### src/include/bus_flag_pkg.sv
package bus_flag_pkg;

  // Register addresses
  localparam logic [15:0] BUS_FLAG_ADDR = 16'hffa9;
  localparam logic [15:0] CTRL_ONE_ADDR = 16'hffa8;

  // Flag register field positions
  localparam int unsigned FLAG_START_CLEAR_BIT = 7;
  localparam int unsigned FLAG_BUS_BUSY_BIT = 6;
  localparam int unsigned FLAG_INIT_START_BIT = 1;
  localparam int unsigned FLAG_RSV_DISABLE_BIT = 0;

  // Control register one field positions
  localparam int unsigned CR1_WAKEUP_BIT = 7;
  localparam int unsigned CR1_CLOCK_LEVEL_BIT = 5;
  localparam int unsigned CR1_DATA_LEVEL_BIT = 4;
  localparam int unsigned CR1_SETTING_HI_BIT = 3;
  localparam int unsigned CR1_SETTING_LO_BIT = 2;

  // Reset values
  localparam logic [7:0] BUS_FLAG_RESET = 8'h00;
  localparam logic [7:0] CTRL_ONE_RESET = 8'h00;
  localparam logic [7:0] UNMAPPED_READ = 8'h00;
  localparam logic [1:0] CR1_SETTING_RESET = 2'h0;

  // Idle level of both bus wires
  localparam logic [1:0] BUS_IDLE_LEVEL = 2'h3;

  // Permission to generate a start after enabling
  typedef enum logic [2:0] {
    PERM_OFF = 3'b001,
    PERM_WAIT_STOP = 3'b010,
    PERM_READY = 3'b100
  } perm_state_t;

  // Byte write or single-bit write merged onto the current value
  function automatic logic [7:0] merge_write(
    input logic [7:0] current,
    input logic bitMode,
    input logic [2:0] bitSel,
    input logic [7:0] wrData
  );
    logic [7:0] result;
    result = current;
    if (bitMode) begin
      result[bitSel] = wrData[0];
    end else begin
      result = wrData;
    end
    return result;
  endfunction

endpackage

### src/rtl/pin_sync.sv
module pin_sync
  import bus_flag_pkg::*;
(
  // Clock and reset
  input wire logic ref_clk,
  input wire logic rstN,
  // Raw pins, clock wire in bit 1
  input wire logic [1:0] pinIn,
  // Synchronised levels
  output logic [1:0] pinSync
);

  logic [1:0] meta_ff;
  logic [1:0] sync_ff;

  // Idle-high reset keeps a false condition from showing at release
  always_ff @(posedge ref_clk or negedge rstN) begin
    if (!rstN) begin
      meta_ff <= BUS_IDLE_LEVEL;
      sync_ff <= BUS_IDLE_LEVEL;
    end else begin
      meta_ff <= pinIn;
      sync_ff <= meta_ff;
    end
  end

  assign pinSync = sync_ff;

endmodule

### src/rtl/bus_condition_detect.sv
module bus_condition_detect
  import bus_flag_pkg::*;
(
  // Clock and reset
  input wire logic ref_clk,
  input wire logic rstN,
  // Synchronised bus levels
  input wire logic sclLevel,
  input wire logic sdaLevel,
  // One-cycle condition pulses
  output logic startSeen,
  output logic stopSeen
);

  logic sclPrev_ff;
  logic sdaPrev_ff;
  logic startSeen_ff;
  logic stopSeen_ff;
  logic sclHeld;
  logic sdaFall;
  logic sdaRise;

  // Clock must be high on both samples around the data edge
  assign sclHeld = sclLevel & sclPrev_ff;
  assign sdaFall = sdaPrev_ff & ~sdaLevel;
  assign sdaRise = ~sdaPrev_ff & sdaLevel;

  always_ff @(posedge ref_clk or negedge rstN) begin
    if (!rstN) begin
      sclPrev_ff <= BUS_IDLE_LEVEL[1];
      sdaPrev_ff <= BUS_IDLE_LEVEL[0];
      startSeen_ff <= 1'b0;
      stopSeen_ff <= 1'b0;
    end else begin
      sclPrev_ff <= sclLevel;
      sdaPrev_ff <= sdaLevel;
      startSeen_ff <= sclHeld & sdaFall;
      stopSeen_ff <= sclHeld & sdaRise;
    end
  end

  assign startSeen = startSeen_ff;
  assign stopSeen = stopSeen_ff;

endmodule

### src/rtl/i2c_bus_flag_register.sv
// Operation
// [RULE_01] Flag byte: start-clear bit 7, busy bit 6, initial-start bit 1, reservation-off bit 0.
// [RULE_02] Bit or byte access; start-clear and busy bits ignore writes.
// [RULE_03] Initial-start and reservation-off bits written only while controller disabled.
// [RULE_04] Failed start with reservation off clears start trigger and sets start-clear.
// [RULE_05] Start-clear cleared by start trigger write, controller disabled, or reset.
// [RULE_06] Busy set on start condition, or on enabling with initial-start at 0.
// [RULE_07] Busy cleared on stop condition, while disabled, and on reset.
// [RULE_08] Initial-start 0 waits for stop before starts; 1 allows starts at once.
// [RULE_09] Initial-start set by software; cleared by software, start condition, reset.
// [RULE_10] Reservation-off bit changes only by software write; reset clears it.
// [RULE_11] Software checks bus quiet before first start when initial-start is 1.
// [RULE_12] Control register one settings written only while disabled, except wakeup; levels read-only.
// [RULE_13] Reset clears flag register and control register one.
// [RULE_14] Flag bits 5 to 2 read zero and ignore writes.
module i2c_bus_flag_register
  import bus_flag_pkg::*;
(
  // Clock and reset
  input wire logic ref_clk,
  input wire logic reset_n,
  // Processor memory access
  input wire logic [15:0] cpuAddr,
  input wire logic cpuWrite,
  input wire logic cpuRead,
  input wire logic cpuBitMode,
  input wire logic [2:0] cpuBitSel,
  input wire logic [7:0] cpuWrData,
  output logic [7:0] cpuRdData,
  output logic cpuRdValid,
  // Rest of the controller
  input wire logic controllerEnable,
  input wire logic startTriggerWrite,
  input wire logic startFail,
  output logic startTriggerClear,
  output logic startAllowed,
  // Mode and status levels
  output logic initialStartEnable,
  output logic reservationDisable,
  output logic busBusy,
  output logic addressMatchWakeup,
  output logic [1:0] cr1Settings,
  // Bus wires, sampled only
  input wire logic serialClockPin,
  input wire logic serialDataPin
);

  // Reset release synchroniser
  logic rstMeta_ff;
  logic rstSync_ff;
  logic rstN;

  always_ff @(posedge ref_clk or negedge reset_n) begin
    if (!reset_n) begin
      rstMeta_ff <= 1'b0;
      rstSync_ff <= 1'b0;
    end else begin
      rstMeta_ff <= 1'b1;
      rstSync_ff <= rstMeta_ff;
    end
  end

  assign rstN = rstSync_ff;

  // Bus sampling and condition detection
  logic [1:0] pinLevels;
  logic startSeen;
  logic stopSeen;
  logic startEvent;
  logic stopEvent;

  pin_sync u_pin_sync (
    .ref_clk(ref_clk),
    .rstN(rstN),
    .pinIn({serialClockPin, serialDataPin}),
    .pinSync(pinLevels)
  );

  bus_condition_detect u_condition (
    .ref_clk(ref_clk),
    .rstN(rstN),
    .sclLevel(pinLevels[1]),
    .sdaLevel(pinLevels[0]),
    .startSeen(startSeen),
    .stopSeen(stopSeen)
  );

  // Conditions only count while the controller runs
  assign startEvent = startSeen & controllerEnable;
  assign stopEvent = stopSeen & controllerEnable;

  // Enable edge
  logic enablePrev_ff;
  logic enableRise;

  always_ff @(posedge ref_clk or negedge rstN) begin
    if (!rstN) begin
      enablePrev_ff <= 1'b0;
    end else begin
      enablePrev_ff <= controllerEnable;
    end
  end

  assign enableRise = controllerEnable & ~enablePrev_ff;

  // Address decode
  logic selFlag;
  logic selCr1;
  logic wrFlag;
  logic wrCr1;
  logic wrFlagIdle;
  logic wrCr1Idle;

  assign selFlag = (cpuAddr == BUS_FLAG_ADDR);
  assign selCr1 = (cpuAddr == CTRL_ONE_ADDR);
  assign wrFlag = cpuWrite & selFlag;
  assign wrCr1 = cpuWrite & selCr1;
  assign wrFlagIdle = wrFlag & ~controllerEnable; // RULE_03
  assign wrCr1Idle = wrCr1 & ~controllerEnable; // RULE_12

  // Register state
  logic startClear_ff;
  logic busBusy_ff;
  logic initStart_ff;
  logic rsvDisable_ff;
  logic wakeup_ff;
  logic [1:0] cr1Set_ff;
  logic clockLevel_ff;
  logic dataLevel_ff;
  logic trigClear_ff;
  logic [7:0] flagValue;
  logic [7:0] cr1Value;
  logic [7:0] flagMerged;
  logic [7:0] cr1Merged;

  // Read-only and fixed-zero bits drop out of the merge below
  always_comb begin
    flagValue = BUS_FLAG_RESET; // RULE_14
    flagValue[FLAG_START_CLEAR_BIT] = startClear_ff; // RULE_01
    flagValue[FLAG_BUS_BUSY_BIT] = busBusy_ff;
    flagValue[FLAG_INIT_START_BIT] = initStart_ff;
    flagValue[FLAG_RSV_DISABLE_BIT] = rsvDisable_ff;
  end

  always_comb begin
    cr1Value = CTRL_ONE_RESET;
    cr1Value[CR1_WAKEUP_BIT] = wakeup_ff;
    cr1Value[CR1_CLOCK_LEVEL_BIT] = clockLevel_ff;
    cr1Value[CR1_DATA_LEVEL_BIT] = dataLevel_ff;
    cr1Value[CR1_SETTING_HI_BIT] = cr1Set_ff[1];
    cr1Value[CR1_SETTING_LO_BIT] = cr1Set_ff[0];
  end

  assign flagMerged = merge_write(flagValue, cpuBitMode, cpuBitSel, cpuWrData); // RULE_02
  assign cr1Merged = merge_write(cr1Value, cpuBitMode, cpuBitSel, cpuWrData);

  // Next values
  logic nxt_startClear;
  logic nxt_busBusy;
  logic nxt_initStart;
  logic nxt_rsvDisable;
  logic nxt_wakeup;
  logic [1:0] nxt_cr1Set;
  logic failNoReserve;

  assign failNoReserve = controllerEnable & startFail & rsvDisable_ff; // RULE_04

  // Failure beats a trigger write in the same cycle; disabling beats both
  assign nxt_startClear = ~controllerEnable ? 1'b0 :
                          failNoReserve ? 1'b1 : // RULE_04
                          startTriggerWrite ? 1'b0 : // RULE_05
                          startClear_ff;

  assign nxt_busBusy = ~controllerEnable ? 1'b0 : // RULE_07
                       (startEvent | (enableRise & ~initStart_ff)) ? 1'b1 : // RULE_06
                       stopEvent ? 1'b0 : // RULE_07
                       busBusy_ff;

  assign nxt_initStart = wrFlagIdle ? flagMerged[FLAG_INIT_START_BIT] : // RULE_09
                         startEvent ? 1'b0 : // RULE_09
                         initStart_ff;

  assign nxt_rsvDisable = wrFlagIdle ? flagMerged[FLAG_RSV_DISABLE_BIT] : rsvDisable_ff; // RULE_10

  // Wakeup stays writable while running
  assign nxt_wakeup = wrCr1 ? cr1Merged[CR1_WAKEUP_BIT] : wakeup_ff; // RULE_12

  assign nxt_cr1Set = wrCr1Idle ? {cr1Merged[CR1_SETTING_HI_BIT], cr1Merged[CR1_SETTING_LO_BIT]} : // RULE_12
                      cr1Set_ff;

  always_ff @(posedge ref_clk or negedge rstN) begin
    if (!rstN) begin
      startClear_ff <= BUS_FLAG_RESET[FLAG_START_CLEAR_BIT]; // RULE_13
      busBusy_ff <= BUS_FLAG_RESET[FLAG_BUS_BUSY_BIT];
      initStart_ff <= BUS_FLAG_RESET[FLAG_INIT_START_BIT];
      rsvDisable_ff <= BUS_FLAG_RESET[FLAG_RSV_DISABLE_BIT];
    end else begin
      startClear_ff <= nxt_startClear;
      busBusy_ff <= nxt_busBusy;
      initStart_ff <= nxt_initStart;
      rsvDisable_ff <= nxt_rsvDisable;
    end
  end

  always_ff @(posedge ref_clk or negedge rstN) begin
    if (!rstN) begin
      wakeup_ff <= CTRL_ONE_RESET[CR1_WAKEUP_BIT]; // RULE_13
      cr1Set_ff <= CR1_SETTING_RESET;
      clockLevel_ff <= CTRL_ONE_RESET[CR1_CLOCK_LEVEL_BIT];
      dataLevel_ff <= CTRL_ONE_RESET[CR1_DATA_LEVEL_BIT];
    end else begin
      wakeup_ff <= nxt_wakeup;
      cr1Set_ff <= nxt_cr1Set;
      // Level status only meaningful while running
      clockLevel_ff <= controllerEnable & pinLevels[1]; // RULE_12
      dataLevel_ff <= controllerEnable & pinLevels[0];
    end
  end

  // Trigger clear pulse back to control register zero
  always_ff @(posedge ref_clk or negedge rstN) begin
    if (!rstN) begin
      trigClear_ff <= 1'b0;
    end else begin
      trigClear_ff <= failNoReserve; // RULE_04
    end
  end

  // Start permission after enabling
  perm_state_t perm_ff;
  perm_state_t nxt_perm;

  always_comb begin
    nxt_perm = perm_ff;
    case (perm_ff)
      PERM_OFF: begin
        if (enableRise) begin
          nxt_perm = initStart_ff ? PERM_READY : PERM_WAIT_STOP; // RULE_08
        end
      end
      PERM_WAIT_STOP: begin
        if (!controllerEnable) begin
          nxt_perm = PERM_OFF;
        end else if (stopEvent) begin
          nxt_perm = PERM_READY; // RULE_08
        end
      end
      PERM_READY: begin
        if (!controllerEnable) begin
          nxt_perm = PERM_OFF;
        end
      end
      default: begin
        nxt_perm = PERM_OFF;
      end
    endcase
  end

  always_ff @(posedge ref_clk or negedge rstN) begin
    if (!rstN) begin
      perm_ff <= PERM_OFF;
    end else begin
      perm_ff <= nxt_perm;
    end
  end

  // Initial-start skips the bus check; software owns that hazard
  assign startAllowed = controllerEnable & (perm_ff == PERM_READY) & ~busBusy_ff; // RULE_08

  // Read port, one cycle latency
  logic [7:0] rdMux;
  logic [7:0] rdData_ff;
  logic rdValid_ff;

  assign rdMux = selFlag ? flagValue : // RULE_01
                 selCr1 ? cr1Value :
                 UNMAPPED_READ;

  always_ff @(posedge ref_clk or negedge rstN) begin
    if (!rstN) begin
      rdData_ff <= UNMAPPED_READ;
      rdValid_ff <= 1'b0;
    end else begin
      rdValid_ff <= cpuRead;
      if (cpuRead) begin
        rdData_ff <= rdMux;
      end
    end
  end

  // Outputs
  assign cpuRdData = rdData_ff;
  assign cpuRdValid = rdValid_ff;
  assign startTriggerClear = trigClear_ff;
  assign initialStartEnable = initStart_ff;
  assign reservationDisable = rsvDisable_ff;
  assign busBusy = busBusy_ff;
  assign addressMatchWakeup = wakeup_ff;
  assign cr1Settings = cr1Set_ff;

endmodule

### config.mk
export PLATFORM = sky130hd
export DESIGN_NAME = i2c_bus_flag_register
export DESIGN_NICKNAME = d
export VERILOG_FILES = /design/src/include/bus_flag_pkg.sv /design/src/rtl/pin_sync.sv /design/src/rtl/bus_condition_detect.sv /design/src/rtl/i2c_bus_flag_register.sv
export SDC_FILE = /design/constraint.sdc
export NUM_CORES = 1
export LEC_CHECK = 0
export ABC_CLOCK_PERIOD_IN_PS = 1100
export BUFFER_PORTS_ARGS = -buffer_cell sky130_fd_sc_hd__buf_2
export CAP_MARGIN = 20
export CORE_ASPECT_RATIO = 1.4
export CORE_MARGIN = 5
export CORE_UTILIZATION = 44
export DETAILED_ROUTE_END_ITERATION = 8
export GPL_ROUTABILITY_DRIVEN = 0
export GPL_TIMING_DRIVEN = 0
export PLACE_DENSITY = 0.82
export SLEW_MARGIN = 20
export SYNTH_ARGS = -nofsm -noshare
export SYNTH_HDL_FRONTEND = slang
export SYNTH_HIERARCHICAL = 1
export SYNTH_SLANG_ARGS = --single-unit
### constraint.sdc
create_clock -name ref_clk -period 1.1 [get_ports ref_clk]
set_input_delay 0.055 -clock ref_clk [delete_from_list [all_inputs] [get_ports ref_clk]]
set_output_delay 0.055 -clock ref_clk [all_outputs]
set_load 0.03 [all_outputs]
==> flow_summary.toml, run 1 <==
[clock_tree]
cts_buffers = 5
path_clk_slew_ns = 0.06
cts_tree = "done"
cts_root_buffer = "clkbuf_8"
numClockSinks = 33
clk_latency_ns = 0.28
clockBufferDepth = 2
cts.htree.levels = 2

[finish]
stdcell_count = 239
layout.nets = 236
drive_gt1_frac = 0.465
antenna_cells = 0
area_delta_synth_final_pct = 42.6
fill_cells = 259

[die]
core_area_um2 = 3150
design.die.area_um2 = 4550
pin_count = 54
num_rows = 24
die_w_um = 58.5
start_util = 0.459
die_y_um = 77.9

[critical_path]
critPathLaunch = "cpuAddr[1]"
criticalPathCategory = "input pin to register"
cp-end-kind = "register"
worst_path_max_delay_cell = "or4b_4"
crit_end = "initialStartEnable"
cp_cell_sequence = "buf_6 > or4b_4 > nor4_4 > buf_4 > a21oi_2 > or3_1"
cp-start-kind = "input pin"
reg2reg_to = "initialStartEnable"
reg2reg_slack_ns = -0.09
critical_path_arrival_ns = 1.40
cp_data_required_time_ns = 1.26
max_stage_delay_ns = 0.55
path_buf_inv = 2
cp_num_cells = 6
rr_startpoint = "initialStartEnable"
cp_top_family = "simple AND/OR/NAND/NOR gates"
reg2reg_depth = 4
path_max_fanout = 5

[drt]
drc_errors = 0
avgViaCountPerCell = 5.14
drtIter0Drc = 32
vias = 1228
wl_per_cell_um = 14.0
drt_pass1_iterations = 4
ant_nets = 0
wl_mm = 3.34

[sta]
setup_ws_ns = -0.143
max_freq_mhz = 804
min_period_over_period = 1.13
rsz0062_at_grt = "true"
finClkSkew_ns = 0.00550
relSlewSlack = 0.562
tns_ns = -0.560
setup_viol = 6
period_needed_ns = 1.24
worst_pin_slew_ns = 0.657
hold_viol = 0
drv_slew = 0

[yosys]
synth.most_common_cell = "dfrtp_1"
synthAdderAreaFrac = 0
yosysUniqueCellTypes = 35
synth.area.mux_share = 0.0536
syn_inst = 131
seq_area_frac_synth = 0.576
ys_warn_count = 6
synth_top_area_frac = 0.449
synth_nets = 168
synth_area_leaders = "dfrtp_1 (45%), dfstp_2 (13%), mux2_2 (4.7%)"
yosys-top-cells-count = "dfrtp_1 (26), inv_1 (12), nand3_1 (12)"
synth_top_cell_by_area = "dfrtp_1"
synth-async-reset-ratio = 1.00
synthSimpleGateAreaFrac = 0.235
yosys_most_used_dff = "dfrtp_1"
synth_top_family_by_area = "simple AND/OR/NAND/NOR gates"
synth_area_um2 = 1450
yosys.area_share.xor_xnor = 0
synth_compound_area_frac = 0.0959
synth-edff-count = 0
ys_seq_elements = 33
syn_avg_cell_area_um2 = 11.1

[flow_run]
maxCapViolCount = 0

[run_status]
run_status = "finished with violations"
violations = "setup timing"

[grt]
antenna_found_initial = 0
grt_pass1_wl_mm = 5.44
grt_max_degree = 32
grt_pass1_vias = 1229
track_usage = 0.156
grt-ovfl-total = 0

[power]
powerDensity_nw_per_um2 = 1310
ir_worst_vdd_uv = 1280
leakagePower_uw = 0.00102

[placement]
port_buffers = 50
place_inst = 220
hpwl_mm = 2.47

[min_path]
hp-class = "input pin to register"
==> kinds of logic after synthesis <==
family | Yosys count
and+or+nand+nor | 54
buffers and inverters | 14
AOI/OAI and AO/OA | 22
DFF | 33
muxes | 7
other | 1
==> sequential cells by signal, indices dropped and copies added (netlist names) <==
name,flops
u_condition/stopSeen,1
dataLevel_ff,1
u_condition/sdaPrev_ff,1
startTriggerClear,1
u_condition/startSeen,1
clockLevel_ff,1
enablePrev_ff,1
rstMeta_ff,1
cpuRdData,8
startClear_ff,1
cpuRdValid,1
cr1Settings,2
perm_ff,3
rstN,1
initialStartEnable,1
u_condition/sclPrev_ff,1
busBusy,1
u_pin_sync/meta_ff,2
u_pin_sync/pinSync,2
addressMatchWakeup,1
reservationDisable,1
==> metal layers <==
| layer | up-vias | share of wire | global-route usage |
|---|---|---|---|
| met5 | - | 0 | 0 |
| met4 | 0 | 0.018 | 0.0696 |
| met3 | 7 | 0.050 | 0.0382 |
| met2 | 32 | 0.53 | 0.264 |
| met1 | 581 | 0.40 | 0.183 |
| li1 | 608 | - | - |
==> timing repair <==
item                                    4_1_cts  5_1_grt
hold endpoints to repair                      6        0
resized for setup                             8       16
hold buffers                                  5        0
buffers inserted                              5        1
pin swaps                                     1        5
endpoints found under the setup margin        8       17
==> area by class of cell <==
cell class,instances,area [µm²],share of cell area
Buffer,2,8.76,0.00424
Clock buffer,6,82.6,0.0400
Clock inverter,2,37.5,0.0182
Inverter,12,45.0,0.0218
Multi-Input combinational cell,84,628,0.304
Sequential cell,33,840,0.407
Tap cell,39,48.8,0.0236
Timing Repair Buffer,61,374,0.181
==> worst min path at each step <==
stage	slack (ns)	endpoint	from	cells past startpoint
2_1_floorplan	-0.24	rstMeta_ff	reset_n	0
3_3_place_gp	-0.16	rstMeta_ff	reset_n	1
3_5_place_dp	-0.16	rstMeta_ff	reset_n	1
4_1_cts	0.04	reservationDisable	cpuWrData[0]	2
5_1_grt	0.04	reservationDisable	cpuWrData[0]	2
6_report	0.05	reservationDisable	cpuWrData[0]	2
==> stage by stage <==
| stage | utilization | total power (µW) | hold WS (ns) | area [µm²] | worst slack [ns] |
|---|---|---|---|---|---|
| 3_3_place_gp | 0.560 | 1500 | -0.159 | 1770 | -0.576 |
| 2_1_floorplan | - | 1400 | -0.241 | 1470 | -0.272 |
| 6_report | 0.655 | 2700 | 0.0463 | 2060 | -0.143 |
| 4_1_cts | 0.637 | 2710 | 0.0422 | 2010 | -0.157 |
| 5_1_grt | 0.655 | 2810 | 0.0433 | 2060 | -0.177 |
| 3_5_place_dp | 0.560 | 1510 | -0.156 | 1770 | -0.618 |
==> layout by cell type, fill, tap and decap left out, types with 3 or more instances in the layout <==
cell type / instances
buf_2: 46
nor2b_1: 3
dfrtp_2: 4
dfstp_2: 7
nand2_1: 7
nand3_1: 12
dlygate4sd3_1: 5
mux2_2: 6
buf_6: 5
inv_1: 12
clkbuf_8: 6
nor2_1: 6
nand4b_1: 4
buf_4: 5
nor4_4: 4
o21ai_1: 5
dfrtp_1: 22
o22ai_1: 3
o21ai_0: 4
==> where the power goes <==
group          switching [µW]  internal (µW)
Sequential               47.3           1260
Combinational             105            115
Clock                     433            736
==> worst reg2reg max path, stage by stage (launching register included) <==
cell      delay, ns
dfrtp_2        0.41
nand2_1        0.07
mux2i_1        0.07
o2111a_1       0.23
or3_1          0.29
(Power assumes the default switching activity.)
==> inputs of run 2 (changes only) <==
--- a/config.mk
+++ b/config.mk
@@ -14,9 +14,8 @@
 export DETAILED_ROUTE_END_ITERATION = 8
 export GPL_ROUTABILITY_DRIVEN = 0
 export GPL_TIMING_DRIVEN = 0
-export PLACE_DENSITY = 0.82
+export PLACE_DENSITY = 0.81
 export SLEW_MARGIN = 20
 export SYNTH_ARGS = -nofsm -noshare
 export SYNTH_HDL_FRONTEND = slang
-export SYNTH_HIERARCHICAL = 1
 export SYNTH_SLANG_ARGS = --single-unit
==> run 2 against run 1 <==
Net effect: the run still ends with setup timing left; utilization down 2.0 points; clock-buffer cell count unchanged; wire length grew 13%; critical path depth fell by 3; hold slack improved by 0.034 ns; first-iteration DRC count grew 19%; register-to-register slack worse by 0.03 ns; total power fell by 2.7%; fmax grew 0.83%; die area is 3.2% higher; clock power fell by 8%; area after synthesis is 3.8% higher; largest power group unchanged.
==> flow_summary.toml, run 2 <==
[yosys]
synth_compound_area_frac = 0.0791
synth-async-reset-ratio = 1.00
synth_top_area_frac = 0.433
yosys-top-cells-count = "dfrtp_1 (26), inv_1 (13), nand3_1 (12)"
syn_avg_cell_area_um2 = 11.1
synth_nets = 172
synth.area.mux_share = 0.0575
synth_area_leaders = "dfrtp_1 (43%), dfstp_2 (12%), nor4_4 (4.2%)"
ys_warn_count = 0
yosys_most_used_dff = "dfrtp_1"
syn_inst = 135
synth_top_family_by_area = "simple AND/OR/NAND/NOR gates"
yosys.area_share.xor_xnor = 0
synthSimpleGateAreaFrac = 0.263
synth.most_common_cell = "dfrtp_1"
yosysUniqueCellTypes = 37
ys_seq_elements = 33
synthAdderAreaFrac = 0
synth-edff-count = 0
synth_top_cell_by_area = "dfrtp_1"
seq_area_frac_synth = 0.555
synth_area_um2 = 1500

[grt]
grt_pass1_vias = 1383
grt-ovfl-total = 0
antenna_found_initial = 0
track_usage = 0.168
grt_pass1_wl_mm = 6.06
grt_max_degree = 32

[sta]
rsz0062_at_grt = "true"
drv_slew = 0
max_freq_mhz = 811
relSlewSlack = 0.568
setup_viol = 11
fin_hold_ws_ns = 0.0804
min_period_over_period = 1.12
finClkSkew_ns = 0.00561
tns_ns = -0.958
hold_viol = 0
period_needed_ns = 1.23
setup_ws_ns = -0.133
worst_pin_slew_ns = 0.648

[critical_path]
rr_startpoint = "initialStartEnable"
reg2reg_to = "initialStartEnable"
cp-end-kind = "output port"
cp-start-kind = "register"
reg2reg_slack_ns = -0.12
critical_path_arrival_ns = 1.18
path_max_fanout = 5
criticalPathCategory = "register to output port"
cp_data_required_time_ns = 1.04
reg2reg_depth = 4

[drt]
drc_errors = 0
ant_nets = 0
wl_per_cell_um = 15.3
avgViaCountPerCell = 5.33
vias = 1312
wl_mm = 3.76
drtIter0Drc = 38
drt_pass1_iterations = 4

[flow_run]
maxCapViolCount = 0

[clock_tree]
numClockSinks = 33
clockBufferDepth = 2
cts.htree.levels = 2
cts_buffers = 5
cts_tree = "done"
clk_latency_ns = 0.28
path_clk_slew_ns = 0.06
cts_root_buffer = "clkbuf_8"

[placement]
place_inst = 224
hpwl_mm = 2.68
port_buffers = 49
dpl_cell_area_um2 = 1830

[power]
swShare = 0.216
ir_worst_vdd_uv = 975
leakagePower_uw = 0.00104
powerDensity_nw_per_um2 = 1240
p_int_uw = 2060
p_seq_frac = 0.497
power_switching_uw = 568
clock_power_share = 0.411
p_comb_frac = 0.092

[finish]
largest_reg_flops = 8
stdcell_area_um2 = 2120
final_cell_mix = "buf_2 (45), dfrtp_1 (23), inv_1 (13), nand3_1 (10), buf_4 (10)"
area_delta_synth_final_pct = 41.3
layout.nets = 242
layout_commonest_cell = "buf_2"
fill_cells = 293
drive_gt1_frac = 0.451
stdcell_count = 246
antenna_cells = 0

[run_status]
run_status = "finished with violations"
violations = "setup timing"

[die]
core_area_um2 = 3350
die_y_um = 79.1
pin_count = 54
start_util = 0.449
die_w_um = 59.4
num_rows = 25
design.die.area_um2 = 4700

[min_path]
hp-class = "input pin to asynchronous set/reset pin"
[run 2: cell count changes in the layout (fill, tap and decap cells not counted), moves of 3 or more]
cell,before,now
buf_6,5,1
buf_4,5,10
mux2_2,6,1
clkbuf_1,1,4
nor3b_1,1,4
nand4b_1,4,0
mux2_4,0,3
nand4_1,2,6
[run 2: per-layer routing]
metal | up-vias | GRT usage | share of wire
li1 | 627 | - | -
met1 | 627 | 0.188 | 0.36
met2 | 51 | 0.294 | 0.54
met3 | 7 | 0.0618 | 0.083
met4 | 0 | 0.0431 | 0.020
met5 | - | 0 | 0
[run 2: worst max-delay path by stage]
stage / startpoint / to / cells past startpoint / slack (ns)
6_report: perm_ff[0] / startAllowed / 3 / -0.13
5_1_grt: perm_ff[0] / perm_ff[2] / 4 / -0.18
4_1_cts: perm_ff[0] / startAllowed / 3 / -0.15
3_5_place_dp: cpuAddr[0] / cr1Settings[0] / 5 / -0.44
3_3_place_gp: cpuAddr[0] / addressMatchWakeup / 5 / -0.42
2_1_floorplan: cpuAddr[0] / addressMatchWakeup / 4 / -0.23
[run 2: worst max-delay path, stage by stage, from the launching register on]
cell      delay, ns
dfstp_2        0.56
nand2b_4       0.14
nor4_2         0.04
buf_4          0.17
[run 2: final cells by class]
cell class                      instances  area (µm²)  area share
Buffer                                  4        16.3     0.00766
Multi-Input combinational cell         85         666       0.313
Tap cell                               40        50.0      0.0236
Clock inverter                          2        35.0      0.0165
Clock buffer                            6        72.6      0.0342
Sequential cell                        33         838       0.395
Inverter                               13        48.8      0.0230
Timing Repair Buffer                   63         397       0.187
[run 2: repair_timing]
item                                    CTS  global route
buffers inserted                          5             4
endpoints found under the hold margin     6             0
resized for setup                         7            13
endpoints found under the setup margin   10            12
pin swaps                                 4             8
hold buffers                              5             0
cloned                                    0             0
[run 2: power groups by stage]
stage	logic, µW	clock network (µW)	registers (µW)
2_1_floorplan	92.7	0	1320
3_3_place_gp	196	0	1320
3_5_place_dp	202	0	1330
4_1_cts	226	1100	1300
5_1_grt	262	1160	1310
6_report	241	1080	1300
[run 2: cells by family (layout without fill, tap and decap cells)]
logic type | count (synthesis) | after routing
and+or+nand+nor | 57 | 57
muxes | 8 | 8
AOI/OAI and AO/OA | 19 | 19
DFF | 33 | 33
buffers and inverters | 17 | 88
other | 1 | 1
[run 2: metrics by stage]
stage | total power [µW] | worst slack [ns] | util
4_1_cts | 2630 | -0.150 | 0.616
3_3_place_gp | 1520 | -0.424 | 0.546
5_1_grt | 2740 | -0.185 | 0.634
2_1_floorplan | 1410 | -0.228 | -
6_report | 2620 | -0.133 | 0.634
3_5_place_dp | 1530 | -0.443 | 0.546
